File: config.mk
export PLATFORM = sky130hd
export DESIGN_NAME = mpfc_top
export DESIGN_NICKNAME = d
export VERILOG_FILES = /design/src/design/mpfc_pkg.sv /design/src/design/mpfc_top.sv /design/src/design/mpfc_slot_timer.sv /design/src/design/mpfc_backoff.sv
export SDC_FILE = /design/constraint.sdc
export NUM_CORES = 1
export LEC_CHECK = 0
export ABC_AREA = 1
export BUFFER_PORTS_ARGS = -buffer_cell sky130_fd_sc_hd__clkbuf_2
export CAP_MARGIN = 30
export CORE_UTILIZATION = 55
export CTS_BUF_LIST = sky130_fd_sc_hd__clkbuf_8
export CTS_CLUSTER_DIAMETER = 100
export DETAILED_ROUTE_END_ITERATION = 8
export PLACE_DENSITY = 0.85
export SLEW_MARGIN = 20
export SYNTH_ARGS = -nofsm -noshare
export SYNTH_HDL_FRONTEND = slang
export SYNTH_SLANG_ARGS = --single-unit
File: constraint.sdc
create_clock -name clock_i -period 5.9 [get_ports clock_i]
set_clock_uncertainty 0.05 [all_clocks]
set_input_delay 0 -clock clock_i [delete_from_list [all_inputs] [get_ports clock_i]]
set_output_delay 0 -clock clock_i [all_outputs]
set_load 0.01 [all_outputs]
File: src/design/mpfc_pkg.sv
/*
 * Package for the MAC pause flow control block: configuration byte
 * positions, reset values, timing counts, carrier structs and states.
 * Assumes one 100 MHz MAC clock; the slot-time divide count SLOT_CYCLES is worked out from it here.
 */
package mpfc_pkg;
    // Configuration byte 19 bit positions
    localparam int CFG19_HONOR_BIT = 2;
    localparam int CFG19_REPAUSE_BIT = 3;
    localparam int CFG19_RESUME_BIT = 4;
    localparam int CFG19_DROP_BIT = 5;
    // Reset values of the settings
    localparam logic [7:0] CFG19_RESET = 8'h00;
    localparam logic [15:0] PAUSE_TIME_RESET = 16'h4000;
    localparam logic [2:0] PRIO_THRESH_RESET = 3'h7;
    localparam logic WAIT_AFTER_WIN_RESET = 1'b0;
    // Own expiry count ignores the low five bits
    localparam logic [15:0] DELAY_MASK = 16'hffe0;
    localparam logic [15:0] ZERO_TIME = 16'h0000;
    // Control frame recognition
    localparam logic [15:0] CTRL_TYPE = 16'h8808;
    localparam logic [47:0] CTRL_MCAST = 48'h0180c2000001;
    // Slot time: 512 bit times at 100 Mb/s
    localparam int CLOCK_MHZ = 100;
    localparam int SLOT_TIME_NS = 5120;
    localparam int SLOT_CYCLES = (SLOT_TIME_NS * CLOCK_MHZ) / 1000;
    localparam int SLOT_CW = 10;

    typedef struct packed {
        logic [7:0] byte19;
        logic [15:0] pause_time_setting;
        logic [2:0] prio_threshold;
        logic wait_after_win;
    } mpfc_cfg_type;

    // A parsed received frame header, presented with valid
    typedef struct packed {
        logic valid;
        logic [47:0] dest_addr;
        logic [15:0] type_field;
        logic [15:0] time_param;
        logic [7:0] priority_byte;
    } mpfc_rxhdr_type;

    // Request to the transmit path for a generated pause frame
    typedef struct packed {
        logic req;
        logic [15:0] time_param;
    } mpfc_txreq_type;

    typedef enum logic [1:0] {
        SEND_IDLE,
        SEND_WAIT_TX,
        SEND_PAUSED
    } mpfc_send_type;
endpackage

File: src/design/mpfc_top.sv
/*
 * Frame-based flow control for a 10/100 MAC: pause generation with
 * repause and resume-on-empty modes, received pause and low-priority
 * pause handling, control frame filtering and wait-after-win.
 * Assumes the MAC core parses received headers, retries collided
 * frames with normal backoff, and reports FIFO state on this clock.
 */
// Overview of operation
// - Send full delay, count it minus low bits
// - Repause on expiry while receive FIFO holds data
// - Resume frame with zero time once FIFO empties
// - Delay below 32: send, do not load counter
// - Delay below 32 repause: back to back pauses
// - Delay below 32 resume mode: no resume frame
// - Byte 19 bit 2 zero honors received pause
// - Byte 19 bits 4,3 select resume, repause
// - Byte 19 bit 5 drops multicast control frames
// - Pause time from bytes 16 low, 17 high
// - Full pause halts all; low pause halts queue
// - Low pause still sends frames in transmit FIFO
// - Low-priority pause received only, never generated
// - Newest control frame replaces earlier effect
// - Full then low pause resumes high priority
// - Low then full pause stops high at once
// - Pause leaves command unit status unchanged
// - Low three priority bits against threshold
// - Maximum threshold makes every frame full pause
// - Collided control frame retried after normal backoff
// - Wait-after-win stretches gap to one to two slots
// - Received time loads 16-bit slot down counter
// - Threshold crossing congests until FIFO empty
// - Type 88-08 at multicast or own address
// - Own expiry ignores low five delay bits
`timescale 1ns/1ps
module mpfc_top (
    input wire logic clock_i,
    input wire logic rst_i,
    input wire logic cfg_load_i,
    input wire mpfc_pkg::mpfc_cfg_type cfg_i,
    input wire logic [47:0] own_addr_i,
    input wire mpfc_pkg::mpfc_rxhdr_type rx_hdr_i,
    input wire logic rx_fifo_over_thresh_i,
    input wire logic rx_fifo_empty_i,
    input wire logic tx_busy_i,
    input wire logic tx_ctrl_done_i,
    input wire logic tx_collision_i,
    input wire logic tx_done_i,
    input wire logic [1:0] command_unit_status_i,
    output mpfc_pkg::mpfc_txreq_type pause_req_o,
    output logic rx_forward_o,
    output logic rx_drop_o,
    output logic tx_inhibit_all_o,
    output logic tx_inhibit_low_priority_queue_o,
    output logic gap_hold_o,
    output logic paused_status_o,
    output logic sending_pause_status_o,
    output logic [1:0] command_unit_status_o
);
    typedef struct packed {
        mpfc_pkg::mpfc_cfg_type cfg;
        mpfc_pkg::mpfc_send_type send;
        logic congested;
        logic own_armed;
        logic resume_pending;
        logic low_pause;
        mpfc_pkg::mpfc_txreq_type req;
        logic fwd;
        logic drop;
        logic inh_all;
        logic inh_low;
        logic gap_hold;
        logic [1:0] command_unit_status;
    } mpfc_state_type;

    mpfc_state_type st_reg;
    mpfc_state_type st_next;

    logic rx_load;
    logic [15:0] rx_count;
    logic slot_tick;
    logic own_load;
    logic [15:0] own_value;
    logic [15:0] own_count;
    logic wait_hold;
    logic is_ctrl;
    logic is_full_pause;
    logic honor;
    logic repause;
    logic resume_mode;
    logic short_delay;

    // Configured settings only move on configure completion
    assign honor = ~st_reg.cfg.byte19[mpfc_pkg::CFG19_HONOR_BIT];
    assign repause = st_reg.cfg.byte19[mpfc_pkg::CFG19_REPAUSE_BIT];
    assign resume_mode = st_reg.cfg.byte19[mpfc_pkg::CFG19_RESUME_BIT];
    assign short_delay = (st_reg.cfg.pause_time_setting & mpfc_pkg::DELAY_MASK)
        == mpfc_pkg::ZERO_TIME;

    // Control frame recognition by type and destination
    assign is_ctrl = rx_hdr_i.valid
        && rx_hdr_i.type_field == mpfc_pkg::CTRL_TYPE
        && (rx_hdr_i.dest_addr == mpfc_pkg::CTRL_MCAST
            || rx_hdr_i.dest_addr == own_addr_i);
    // Only three priority bits count; threshold 7 makes all full
    assign is_full_pause = rx_hdr_i.priority_byte[2:0] <= st_reg.cfg.prio_threshold;

    // Received pause reloads the partner timer; a low pause clears it
    assign rx_load = is_ctrl && honor;
    mpfc_slot_timer u_rx_timer (
        .clock_i(clock_i),
        .rst_i(rst_i),
        .load_i(rx_load),
        .value_i(is_full_pause ? rx_hdr_i.time_param : mpfc_pkg::ZERO_TIME),
        .tick_o(slot_tick),
        .count_o(rx_count)
    );

    // Own expiry timer runs on the delay with its low bits cleared
    assign own_value = st_reg.cfg.pause_time_setting & mpfc_pkg::DELAY_MASK;
    assign own_load = tx_ctrl_done_i && st_reg.send == mpfc_pkg::SEND_WAIT_TX
        && st_reg.req.time_param != mpfc_pkg::ZERO_TIME && !short_delay;
    mpfc_slot_timer u_own_timer (
        .clock_i(clock_i),
        .rst_i(rst_i),
        .load_i(own_load),
        .value_i(own_value),
        .tick_o(),
        .count_o(own_count)
    );

    // Gap stretch; collided control frames retry in the core's backoff
    mpfc_backoff u_backoff (
        .clock_i(clock_i),
        .rst_i(rst_i),
        .enable_i(st_reg.cfg.wait_after_win),
        .tick_i(slot_tick),
        .collision_i(tx_collision_i),
        .tx_done_i(tx_done_i),
        .hold_o(wait_hold)
    );

    // Pause sender, congestion tracking and receive-side effects
    always_comb begin
        st_next = st_reg;
        st_next.fwd = 1'b0;
        st_next.drop = 1'b0;
        st_next.gap_hold = wait_hold;
        // Registered copy of the input, one cycle late; pause frames never touch it
        st_next.command_unit_status = command_unit_status_i;

        if (cfg_load_i) begin
            st_next.cfg = cfg_i;
        end

        // Congestion stays set until the FIFO is fully empty
        if (rx_fifo_over_thresh_i) begin
            st_next.congested = 1'b1;
        end else if (rx_fifo_empty_i) begin
            st_next.congested = 1'b0;
        end

        case (st_reg.send)
            mpfc_pkg::SEND_IDLE: begin
                if (st_reg.congested || rx_fifo_over_thresh_i) begin
                    // Full setting goes in the frame; only pauses, never low
                    st_next.req.req = 1'b1;
                    st_next.req.time_param = st_reg.cfg.pause_time_setting;
                    st_next.send = mpfc_pkg::SEND_WAIT_TX;
                end
            end
            mpfc_pkg::SEND_WAIT_TX: begin
                // Request is queued behind the current frame by the core
                if (tx_ctrl_done_i) begin
                    st_next.req.req = 1'b0;
                    if (st_reg.req.time_param == mpfc_pkg::ZERO_TIME) begin
                        st_next.send = mpfc_pkg::SEND_IDLE;
                        st_next.own_armed = 1'b0;
                    end else begin
                        st_next.send = mpfc_pkg::SEND_PAUSED;
                        st_next.own_armed = !short_delay;
                        // No resume frame follows a short delay
                        st_next.resume_pending = resume_mode && !short_delay;
                    end
                end
            end
            mpfc_pkg::SEND_PAUSED: begin
                if (st_reg.resume_pending && rx_fifo_empty_i) begin
                    st_next.req.req = 1'b1;
                    st_next.req.time_param = mpfc_pkg::ZERO_TIME;
                    st_next.resume_pending = 1'b0;
                    st_next.send = mpfc_pkg::SEND_WAIT_TX;
                end else if (short_delay) begin
                    // Back to back pauses saturate the link; avoid this setup
                    if (repause && !rx_fifo_empty_i) begin
                        st_next.req.req = 1'b1;
                        st_next.req.time_param = st_reg.cfg.pause_time_setting;
                        st_next.send = mpfc_pkg::SEND_WAIT_TX;
                    end else if (!st_reg.congested) begin
                        st_next.send = mpfc_pkg::SEND_IDLE;
                    end
                end else if (st_reg.own_armed && own_count == mpfc_pkg::ZERO_TIME) begin
                    st_next.own_armed = 1'b0;
                    if (repause && !rx_fifo_empty_i) begin
                        st_next.req.req = 1'b1;
                        st_next.req.time_param = st_reg.cfg.pause_time_setting;
                        st_next.send = mpfc_pkg::SEND_WAIT_TX;
                    end else begin
                        // Expired: go back to watching the FIFO
                        st_next.send = mpfc_pkg::SEND_IDLE;
                        st_next.resume_pending = 1'b0;
                    end
                end
            end
            default: begin
                st_next.send = mpfc_pkg::SEND_IDLE;
            end
        endcase

        // Newest received control frame decides the kind of pause
        if (rx_load) begin
            st_next.low_pause = !is_full_pause;
        end
        if (is_ctrl) begin
            // Own-address control frames are always passed on
            if (st_reg.cfg.byte19[mpfc_pkg::CFG19_DROP_BIT]
                && rx_hdr_i.dest_addr != own_addr_i) begin
                st_next.drop = 1'b1;
            end else begin
                st_next.fwd = 1'b1;
            end
        end else if (rx_hdr_i.valid) begin
            st_next.fwd = 1'b1;
        end

        // Full pause stops the MAC; low pause stops only that queue,
        // frames already in the transmit FIFO keep going
        st_next.inh_all = honor && (rx_load ? (is_full_pause
            && rx_hdr_i.time_param != mpfc_pkg::ZERO_TIME)
            : (!st_reg.low_pause && rx_count != mpfc_pkg::ZERO_TIME));
        st_next.inh_low = honor && (rx_load ? !is_full_pause : st_reg.low_pause);
        if (!honor) begin
            st_next.low_pause = 1'b0;
        end
    end

    // Single register stage for all state
    always_ff @(posedge clock_i) begin
        if (rst_i) begin
            st_reg <= '0;
            st_reg.cfg.byte19 <= mpfc_pkg::CFG19_RESET;
            st_reg.cfg.pause_time_setting <= mpfc_pkg::PAUSE_TIME_RESET;
            st_reg.cfg.prio_threshold <= mpfc_pkg::PRIO_THRESH_RESET;
            st_reg.cfg.wait_after_win <= mpfc_pkg::WAIT_AFTER_WIN_RESET;
            st_reg.send <= mpfc_pkg::SEND_IDLE;
        end else begin
            st_reg <= st_next;
        end
    end

    assign pause_req_o = st_reg.req;
    assign rx_forward_o = st_reg.fwd;
    assign rx_drop_o = st_reg.drop;
    assign tx_inhibit_all_o = st_reg.inh_all;
    assign tx_inhibit_low_priority_queue_o = st_reg.inh_low;
    assign gap_hold_o = st_reg.gap_hold;
    assign paused_status_o = st_reg.inh_all | st_reg.inh_low;
    assign sending_pause_status_o = st_reg.send == mpfc_pkg::SEND_WAIT_TX;
    assign command_unit_status_o = st_reg.command_unit_status;
endmodule

File: src/design/mpfc_slot_timer.sv
/*
 * Slot-time tick divider and a 16-bit slot-time down counter.
 * Assumes a synchronous active-high reset on the single MAC clock.
 */
`timescale 1ns/1ps
module mpfc_slot_timer (
    input wire logic clock_i,
    input wire logic rst_i,
    input wire logic load_i,
    input wire logic [15:0] value_i,
    output logic tick_o,
    output logic [15:0] count_o
);
    typedef struct packed {
        logic [mpfc_pkg::SLOT_CW-1:0] div;
        logic tick;
        logic [15:0] count;
    } mpfc_tmr_type;

    mpfc_tmr_type st_reg;
    mpfc_tmr_type st_next;

    // Divider makes a one-cycle slot pulse; load wins over decrement
    always_comb begin
        st_next = st_reg;
        st_next.tick = 1'b0;
        if (st_reg.div == mpfc_pkg::SLOT_CW'(mpfc_pkg::SLOT_CYCLES - 1)) begin
            st_next.div = '0;
            st_next.tick = 1'b1;
        end else begin
            st_next.div = st_reg.div + 1'b1;
        end
        if (load_i) begin
            st_next.count = value_i;
        end else if (st_reg.tick && st_reg.count != 16'h0000) begin
            st_next.count = st_reg.count - 16'h0001;
        end
    end

    always_ff @(posedge clock_i) begin
        if (rst_i) begin
            st_reg <= '0;
        end else begin
            st_reg <= st_next;
        end
    end

    assign tick_o = st_reg.tick;
    assign count_o = st_reg.count;
endmodule

File: src/design/mpfc_backoff.sv
/*
 * Wait-after-win gap stretcher for half duplex. After a frame that
 * collided earlier goes out cleanly, the next gap is one to two slot times.
 * Assumes the MAC core reports collisions and good transmit ends.
 */
`timescale 1ns/1ps
module mpfc_backoff (
    input wire logic clock_i,
    input wire logic rst_i,
    input wire logic enable_i,
    input wire logic tick_i,
    input wire logic collision_i,
    input wire logic tx_done_i,
    output logic hold_o
);
    typedef struct packed {
        logic collided;
        logic armed;
        logic hold;
    } mpfc_bo_type;

    mpfc_bo_type st_reg;
    mpfc_bo_type st_next;

    // Hold lasts from the good end until the second slot tick,
    // so at least one whole slot time passes
    always_comb begin
        st_next = st_reg;
        if (collision_i) begin
            st_next.collided = 1'b1;
        end
        if (tx_done_i && st_reg.collided) begin
            st_next.collided = collision_i;
            if (enable_i) begin
                st_next.hold = 1'b1;
                st_next.armed = 1'b0;
            end
        end else if (st_reg.hold && tick_i) begin
            if (st_reg.armed) begin
                st_next.hold = 1'b0;
            end
            st_next.armed = 1'b1;
        end
    end

    always_ff @(posedge clock_i) begin
        if (rst_i) begin
            st_reg <= '0;
        end else begin
            st_reg <= st_next;
        end
    end

    assign hold_o = st_reg.hold;
endmodule

==> run summary, run 1 <==
CTS sink cnt - 111
Max-slew headroom - 47.1%
Post-synth top area share - 34.1%
Comb pwr share - 25.8%
Vias in the first global route - 6659
Cell variety after synth - 48
Fillcell total - 956
R2R setup slack - 3.43 ns
Post-Syn Area - 6520 sq um
Synth-to-Final Area Change - 23.1%
Die ar. - 12300 sq um
Leakage - 3.91 nW
Yosys top cell by area - dfxtp_1
Worst vdd ir - 161 uV
Crit-path max FO - 23
Max cap viols - 0
Sw Share - 31.8%
Sequential share of power - 49.3%
Slew Limit Fails - 0
Port Buffers - 191
Register area - 2220 sq um
Synth async-reset ratio - 0%
Worst Hold End - u_rx_timer.count_o[11]
Setup Fix Bufs, Post-CTS - 0
Post-Route Utilization - 70.0%
CP Capture Type - register
Critical path arrival - 2.66 ns
Synth Instances - 951
Overall power - 0.00169 W
Reg2Reg Depth - 12
Most common cell after layout, fill and taps aside - clkbuf_2
Worst r2r src - u_rx_timer.count_o[0]
Gr ovfl total - 0
Max Root-Sink Buffers - 2
Placed cells - 1245
Worst min-delay path startpoint - rx_hdr_i[19]
Clock power share - 24.9%
Die width - 111 um
Seq/Total Area, Yosys - 34.1%
Diode count - 0
Most common flop cell mapped by yosys - dfxtp_1
Average cell area after synthesis - 6.85 sq um
Hold crit path type - primary input to register
Clk_lat worst skew - 0.38 ns
Final HPWL DP - 12600 um
Core Area - 11500 sq um
Nets - 1342
Status - finished clean
Initial DRC Count - 426
First-pass GRT wire length - 29200 um
Total wire length - 17500 um
Most frequent cells in the layout - clkbuf_2 (191), nand2_1 (187), nor2_1 (146)
Clock transition at path regs - 0.10 ns
Ports - 202
Clk root buf - clkbuf_8
Antenna violations before repair - 0
Fraction of layout cells with a size suffix above 1 - 21.2%
Final Non-Filler Cells - 1306
Setup_tns - 0 ns
Peak Freq - 405 MHz
Vias per cell - 5.18
Hold path depth - 5
Residual DRC - 0
Effective utilization at floorplan - 56.8%
Minimum clock period - 2.47 ns
Cell row count - 39
Placement Setup Slack - 3.58 ns
Sw power - 0.000536 W
Post-synthesis net count - 1135
CP Class - register to register
GPL Wtd Cong - 0.930
Startpoint Class - register
CTS tree - built
PD cells - 210 nW/um^2
Slew @ Worst Pin - 0.789 ns
CP max-delay cell - nand2_1
Die height - 111 um
Final worst slack - 3.43 ns
Flops & latches, synth - 111
Unrepaired setup endpoints after global routing - false
Drt wl/cell - 13.4 um
Pint - 0.00115 W
Post-synth EDFFs - 0
Synth area leaders - dfxtp_1 (34%), nand2_1 (11%), nor2_1 (8.4%), inv_1 (6.6%), xnor2_1 (5.8%)
Total GRT Usage - 28.9%
CTS H-tree depth - 3
Final Hold Vio Count - 0
Worst reg2reg path endpoint - u_rx_timer.count_o[5]
CP Cell Sequence - inv_1 -> ha_1 -> nand2_1 -> nor2_1 -> nand4_1 -> nand2_1 -> inv_1 -> nand3b_1 -> xor2_1 -> inv_1 -> nand2_1 -> a21oi_1
Area taken by multi-input logic gates - 3580 sq um
Slowest Stage Delay on Critical Path - 0.60 ns
Final period utilization - 41.9%
Routed Antenna Nets - 0
Final setup vio count - 0
Largest net degree at the start of global routing - 47
Required time of the critical path - 6.09 ns
First-pass iteration count of the detailed router - 5
YS warnings - 0
Via Count - 6769
Cts bufs inserted - 9
layout make-up:
type,instances,area share (%)
Clock buffer,10,1.71
Clock inverter,6,0.468
Inverter,123,5.75
Multi-Input combinational cell,676,44.5
Sequential cell,111,27.7
Tap cell,143,2.23
Timing Repair Buffer,237,17.6
worst max-delay path: cells and delay by family (launching register included):
kind / cells / cell delay [ns]
flip-flops: 1 / 0.33
buffers and inverters: 3 / 0.38
XOR/XNOR: 1 / 0.16
adder cells (fa/ha/maj): 1 / 0.17
AO/OA/AOI/OAI: 1 / 0.07
AND/OR/NAND/NOR: 6 / 1.18
layer usage:
layer	up-vias	GRT usage (%)	share of wire (%)
met2	244	52.7	50
met5	-	0	0
met3	54	5.63	5.6
li1	3464	-	-
met4	0	11.5	3.2
met1	3007	32.8	41
cells in the mapped netlist (8+ instances only):
library cell  count
o21ai_0          40
nor3_1           12
inv_1           115
o21ai_1          16
nand2_1         187
dfxtp_1         111
nor3b_1          12
buf_4            19
nand4_1          26
xnor2_1          43
clkbuf_1         13
a21oi_1          59
ha_1              8
nor2_1          146
xor2_1           19
nand3_1          44
cells by family (layout without fill, tap and decap cells):
family | Yosys count | in the layout | synth area share [%]
simple gates | 468 | 468 | 33.2
xor+xnor | 62 | 62 | 8.33
buf+inv | 164 | 376 | 11.1
fa+ha+maj | 8 | 8 | 1.54
flops | 111 | 111 | 34.1
compound gates | 138 | 138 | 11.8
power groups by stage:
stage / sequential [W] / clock [W] / combinational (W)
6_report: 0.000831 / 0.000419 / 0.000435
5_1_grt: 0.000837 / 0.000454 / 0.000485
4_1_cts: 0.000830 / 0.000420 / 0.000428
3_5_place_dp: 0.000847 / 0 / 0.000404
3_3_place_gp: 0.000845 / 0 / 0.000396
2_1_floorplan: 0.000839 / 0 / 0.000306
per-stage QoR:
stage | cell area (sq um) | hold WS [ns]
after floorplan | 6520 | 0.0530
after global placement | 7400 | 0.145
after detailed placement | 7400 | 0.149
after CTS | 8030 | 0.000828
after global routing | 8030 | 0.0264
final | 8030 | 0.00441
repair_timing:
action                                 CTS  global route
setup endpoints to repair                0             0
endpoints found under the hold margin   42             0
gates resized for setup                  0             0
hold buffers                            45             0
worst max-delay path by stage:
stage	to	start	cells after the start	slack, ns
6_report	u_rx_timer.count_o[5]	u_rx_timer.count_o[0]	12	3.43
5_1_grt	u_own_timer.count_o[13]	st_reg[28]	11	3.25
4_1_cts	u_own_timer.count_o[13]	st_reg[28]	11	3.53
3_5_place_dp	u_own_timer.count_o[13]	st_reg[28]	11	3.58
3_3_place_gp	u_own_timer.count_o[13]	st_reg[28]	11	3.58
2_1_floorplan	pause_req_o[10]	u_own_timer.count_o[0]	14	4.05
Note: power is estimated with default switching activity, not from simulation.
==> inputs of run 2 (changes only) <==
--- a/config.mk
+++ b/config.mk
@@ -5,14 +5,14 @@
 export SDC_FILE = /design/constraint.sdc
 export NUM_CORES = 1
 export LEC_CHECK = 0
-export ABC_AREA = 1
+export ABC_AREA = 0
 export BUFFER_PORTS_ARGS = -buffer_cell sky130_fd_sc_hd__clkbuf_2
 export CAP_MARGIN = 30
-export CORE_UTILIZATION = 55
+export CORE_UTILIZATION = 47
 export CTS_BUF_LIST = sky130_fd_sc_hd__clkbuf_8
 export CTS_CLUSTER_DIAMETER = 100
 export DETAILED_ROUTE_END_ITERATION = 8
-export PLACE_DENSITY = 0.85
+export PLACE_DENSITY = 0.79
 export SLEW_MARGIN = 20
 export SYNTH_ARGS = -nofsm -noshare
 export SYNTH_HDL_FRONTEND = slang
==> constraint.sdc (replaced) <==
create_clock -name clock_i -period 2.2 [get_ports clock_i]
set_clock_uncertainty 0.05 [all_clocks]
set_input_delay 0 -clock clock_i [delete_from_list [all_inputs] [get_ports clock_i]]
set_output_delay 0 -clock clock_i [all_outputs]
set_load 0.01 [all_outputs]
==> run 2 against run 1 <==
Net effect: the run now ends with negative setup slack left; critical path depth down 6; clock-buffer cell count down 1; non-clock buffer count increased by 59; die area grew 4.6%; power increased to 2.8 times the previous value; first-iteration DRC count increased by 20%; sequential share of layout area shrank 0.58 points; clock power rose to 3.1 times the previous value; utilization is 1.8 points lower; design area rose by 2.4%; register-to-register slack lost 3.6 ns; routed wire length up 8.9%.
==> run summary, run 2 <==
Peak Freq - 421 MHz (was 405 MHz)
Leakage - 3.37 nW (was 3.91 nW)
Final worst slack - -0.177 ns (was 3.43 ns)
R2R setup slack - -0.18 ns (was 3.43 ns)
CP Capture Type - register (unchanged)
Worst r2r src - u_rx_timer.count_o[2] (was u_rx_timer.count_o[0])
Total wire length - 19000 um (was 17500 um)
Final Non-Filler Cells - 1112 (was 1306)
Vias per cell - 5.56 (was 5.18)
Seq/Total Area, Yosys - 38.1% (was 34.1%)
Most frequent cells in the layout - clkbuf_2 (191), dfxtp_1 (106), nor2_1 (72) (was clkbuf_2 (191), nand2_1 (187), nor2_1 (146))
Post-synthesis net count - 856 (was 1135)
Die height - 113 um (was 111 um)
Cell row count - 40 (was 39)
Status - complete, but fails checks (was finished clean)
Worst vdd ir - 376 uV (was 161 uV)
Die ar. - 12900 sq um (was 12300 sq um)
Residual DRC - 0 (unchanged)
Crit-path max FO - 4 (was 23)
Effective utilization at floorplan - 48.4% (was 56.8%)
Initial DRC Count - 512 (was 426)
Clk_lat worst skew - 0.39 ns (was 0.38 ns)
Largest net degree at the start of global routing - 33 (was 47)
Gr ovfl total - 0 (unchanged)
Port Buffers - 191 (unchanged)
Commonest cells post-synth - dfxtp_1 (111), nor2_1 (72), xnor2_1 (54) (was nand2_1 (187), nor2_1 (146), inv_1 (115))
Antenna violations before repair - 0 (unchanged)
GPL Wtd Cong - 0.951 (was 0.930)
Most common cell after layout, fill and taps aside - clkbuf_2 (unchanged)
Nets - 1123 (was 1342)
Worst hold slack - 0.0332 ns (was 0.00441 ns)
GRT met1 Usage - 37.0% (was 32.8%)
Met2 usage - 45.5% (was 52.7%)
Total GRT Usage - 27.6% (was 28.9%)
Synth Instances - 672 (was 951)
Placed cells - 1034 (was 1245)
YS warnings - 0 (unchanged)
Vias in the first global route - 5762 (was 6659)
First-pass iteration count of the detailed router - 5 (unchanged)
Post-synth top area share - 38.1% (was 34.1%)
Max-slew headroom - 42.3% (was 47.1%)
Clk root buf - clkbuf_8 (unchanged)
CTS H-tree depth - 3 (unchanged)
Final period utilization - 108% (was 41.9%)
Cell variety after synth - 58 (was 48)
Fillcell total - 980 (was 956)
Top-count cell post-synth - dfxtp_1 (was nand2_1)
Busiest grt layer - met2 (unchanged)
Required time of the critical path - 2.47 ns (was 6.09 ns)
Yosys top cell by area - dfxtp_1 (unchanged)
Cts bufs inserted - 9 (unchanged)
Hold crit path type - primary input to register (unchanged)
Drt wl/cell - 17.1 um (was 13.4 um)
Minimum clock period - 2.38 ns (was 2.47 ns)
Final setup vio count - 12 (was 0)
Slew Limit Fails - 0 (unchanged)
Max Root-Sink Buffers - 2 (unchanged)
CTS tree - built (unchanged)
Diode count - 0 (unchanged)
Routed Antenna Nets - 0 (unchanged)
First-pass GRT wire length - 28100 um (was 29200 um)
Synth async-reset ratio - 0% (unchanged)
Startpoint Class - register (unchanged)
Met3 usage - 6.06% (was 5.63%)
Post-Syn Area - 5830 sq um (was 6520 sq um)
Slew @ Worst Pin - 0.859 ns (was 0.789 ns)
Ports - 202 (unchanged)
Unrepaired setup endpoints after global routing - true (was false)
Average cell area after synthesis - 8.68 sq um (was 6.85 sq um)
Fraction of layout cells with a size suffix above 1 - 33.3% (was 21.2%)
PD cells - 570 nW/um^2 (was 210 nW/um^2)
Final Hold Vio Count - 0 (unchanged)
Max cap viols - 0 (unchanged)
Reg2Reg Depth - 6 (was 12)
Die width - 113 um (was 111 um)
Post-synth EDFFs - 0 (unchanged)
Via Count - 6181 (was 6769)
CP Class - register to register (unchanged)
Core Area - 12100 sq um (was 11500 sq um)
Worst reg2reg path endpoint - u_rx_timer.count_o[15] (was u_rx_timer.count_o[5])
Worst Hold End - rx_drop_o (was u_rx_timer.count_o[11])
Clock transition at path regs - 0.11 ns (was 0.10 ns)
Final HPWL DP - 13500 um (was 12600 um)
Synth area leaders - dfxtp_1 (38%), xnor2_1 (8.1%), xor2_1 (5.0%), nor2_1 (4.6%), mux2i_1 (4.5%) (was dfxtp_1 (34%), nand2_1 (11%), nor2_1 (8.4%), inv_1 (6.6%), xnor2_1 (5.8%))
Critical path arrival - 2.64 ns (was 2.66 ns)
Most common flop cell mapped by yosys - dfxtp_1 (unchanged)
Failing checks - negative setup slack
Hold path depth - 6 (was 5)
Flops & latches, synth - 111 (unchanged)
Synth-to-Final Area Change - 41.0% (was 23.1%)
CTS sink cnt - 111 (unchanged)
Worst min-delay path startpoint - rx_hdr_i[28] (was rx_hdr_i[19])
-- run 2: final cells by class --
class	count	area, sq um	share of cell area, %
multi-input cells	505	3540	43.0
flip-flops and latches	111	2230	27.1
repair buffers	296	1970	24.0
well taps	168	210	2.56
clock buffers	9	124	1.51
clock inverters	7	88.8	1.08
inverters	16	60.1	0.730
-- run 2: power by group --
part	internal, W	switching (W)	total (W)
Sequential	0.00210	0.0000884	0.00219
Combinational	0.000587	0.000609	0.00120
Clock	0.000553	0.000745	0.00130
Total	0.00324	0.00144	0.00469
-- run 2: what timing repair did --
action / CTS / global route
endpoints found under the setup margin: 30 / 43
hold buffers: 55 / 0
pin swaps: 1 / 13
hold endpoints to repair: 49 / 0
gates resized for setup: 4 / 53
buffers inserted: 1 / 3
cloned: 0 / 3
-- run 2: routing by layer --
layer / up-vias / share of wire (%)
met5: - / 0
met1: 2930 / 43
li1: 2955 / -
met2: 261 / 48
met4: 0 / 1.6
met3: 35 / 7.5
-- run 2: how the worst max path moves through the flow --
stage                     startpoint                      to  cells past startpoint
2_1_floorplan  u_rx_timer.count_o[2]  u_rx_timer.count_o[15]                      5
3_3_place_gp   u_rx_timer.count_o[2]   u_rx_timer.count_o[4]                      6
3_5_place_dp   u_rx_timer.count_o[2]  u_rx_timer.count_o[15]                      6
4_1_cts        u_rx_timer.count_o[2]  u_rx_timer.count_o[15]                      6
5_1_grt        u_rx_timer.count_o[2]  u_rx_timer.count_o[15]                      6
6_report       u_rx_timer.count_o[2]  u_rx_timer.count_o[15]                      6
-- run 2: cells by family after synthesis --
| logic type | count (synthesis) | share of synthesized area (%) |
|---|---|---|
| compound gates | 88 | 10.2 |
| xor+xnor | 87 | 13.1 |
| fa+ha+maj | 8 | 1.72 |
| buf+inv | 56 | 4.89 |
| flops | 111 | 38.1 |
| mux | 27 | 4.65 |
| simple gates | 295 | 27.4 |
-- run 2: through the flow --
stage / TNS [ns] / setup WS, ns / total power (W) / util [%] / cell area, sq um
after detailed placement: -0.573 / -0.129 / 0.00312 / 59.2 / 7140
after global placement: -0.202 / -0.0686 / 0.00310 / 59.2 / 7140
after CTS: -0.432 / -0.155 / 0.00447 / 65.8 / 7940
after floorplan: -0.0717 / -0.0566 / 0.00271 / - / 5840
after global routing: -2.27 / -0.224 / 0.00486 / 68.2 / 8220
final: -0.779 / -0.177 / 0.00469 / 68.2 / 8220
-- run 2: worst max-delay path, cell delays in order (launching register included) --
cell	delay, ns
dfxtp_1	0.33
or4_4	0.53
or4b_4	0.54
or4_4	0.52
nor3_4	0.14
a21oi_1	0.07
o2bb2ai_1	0.14
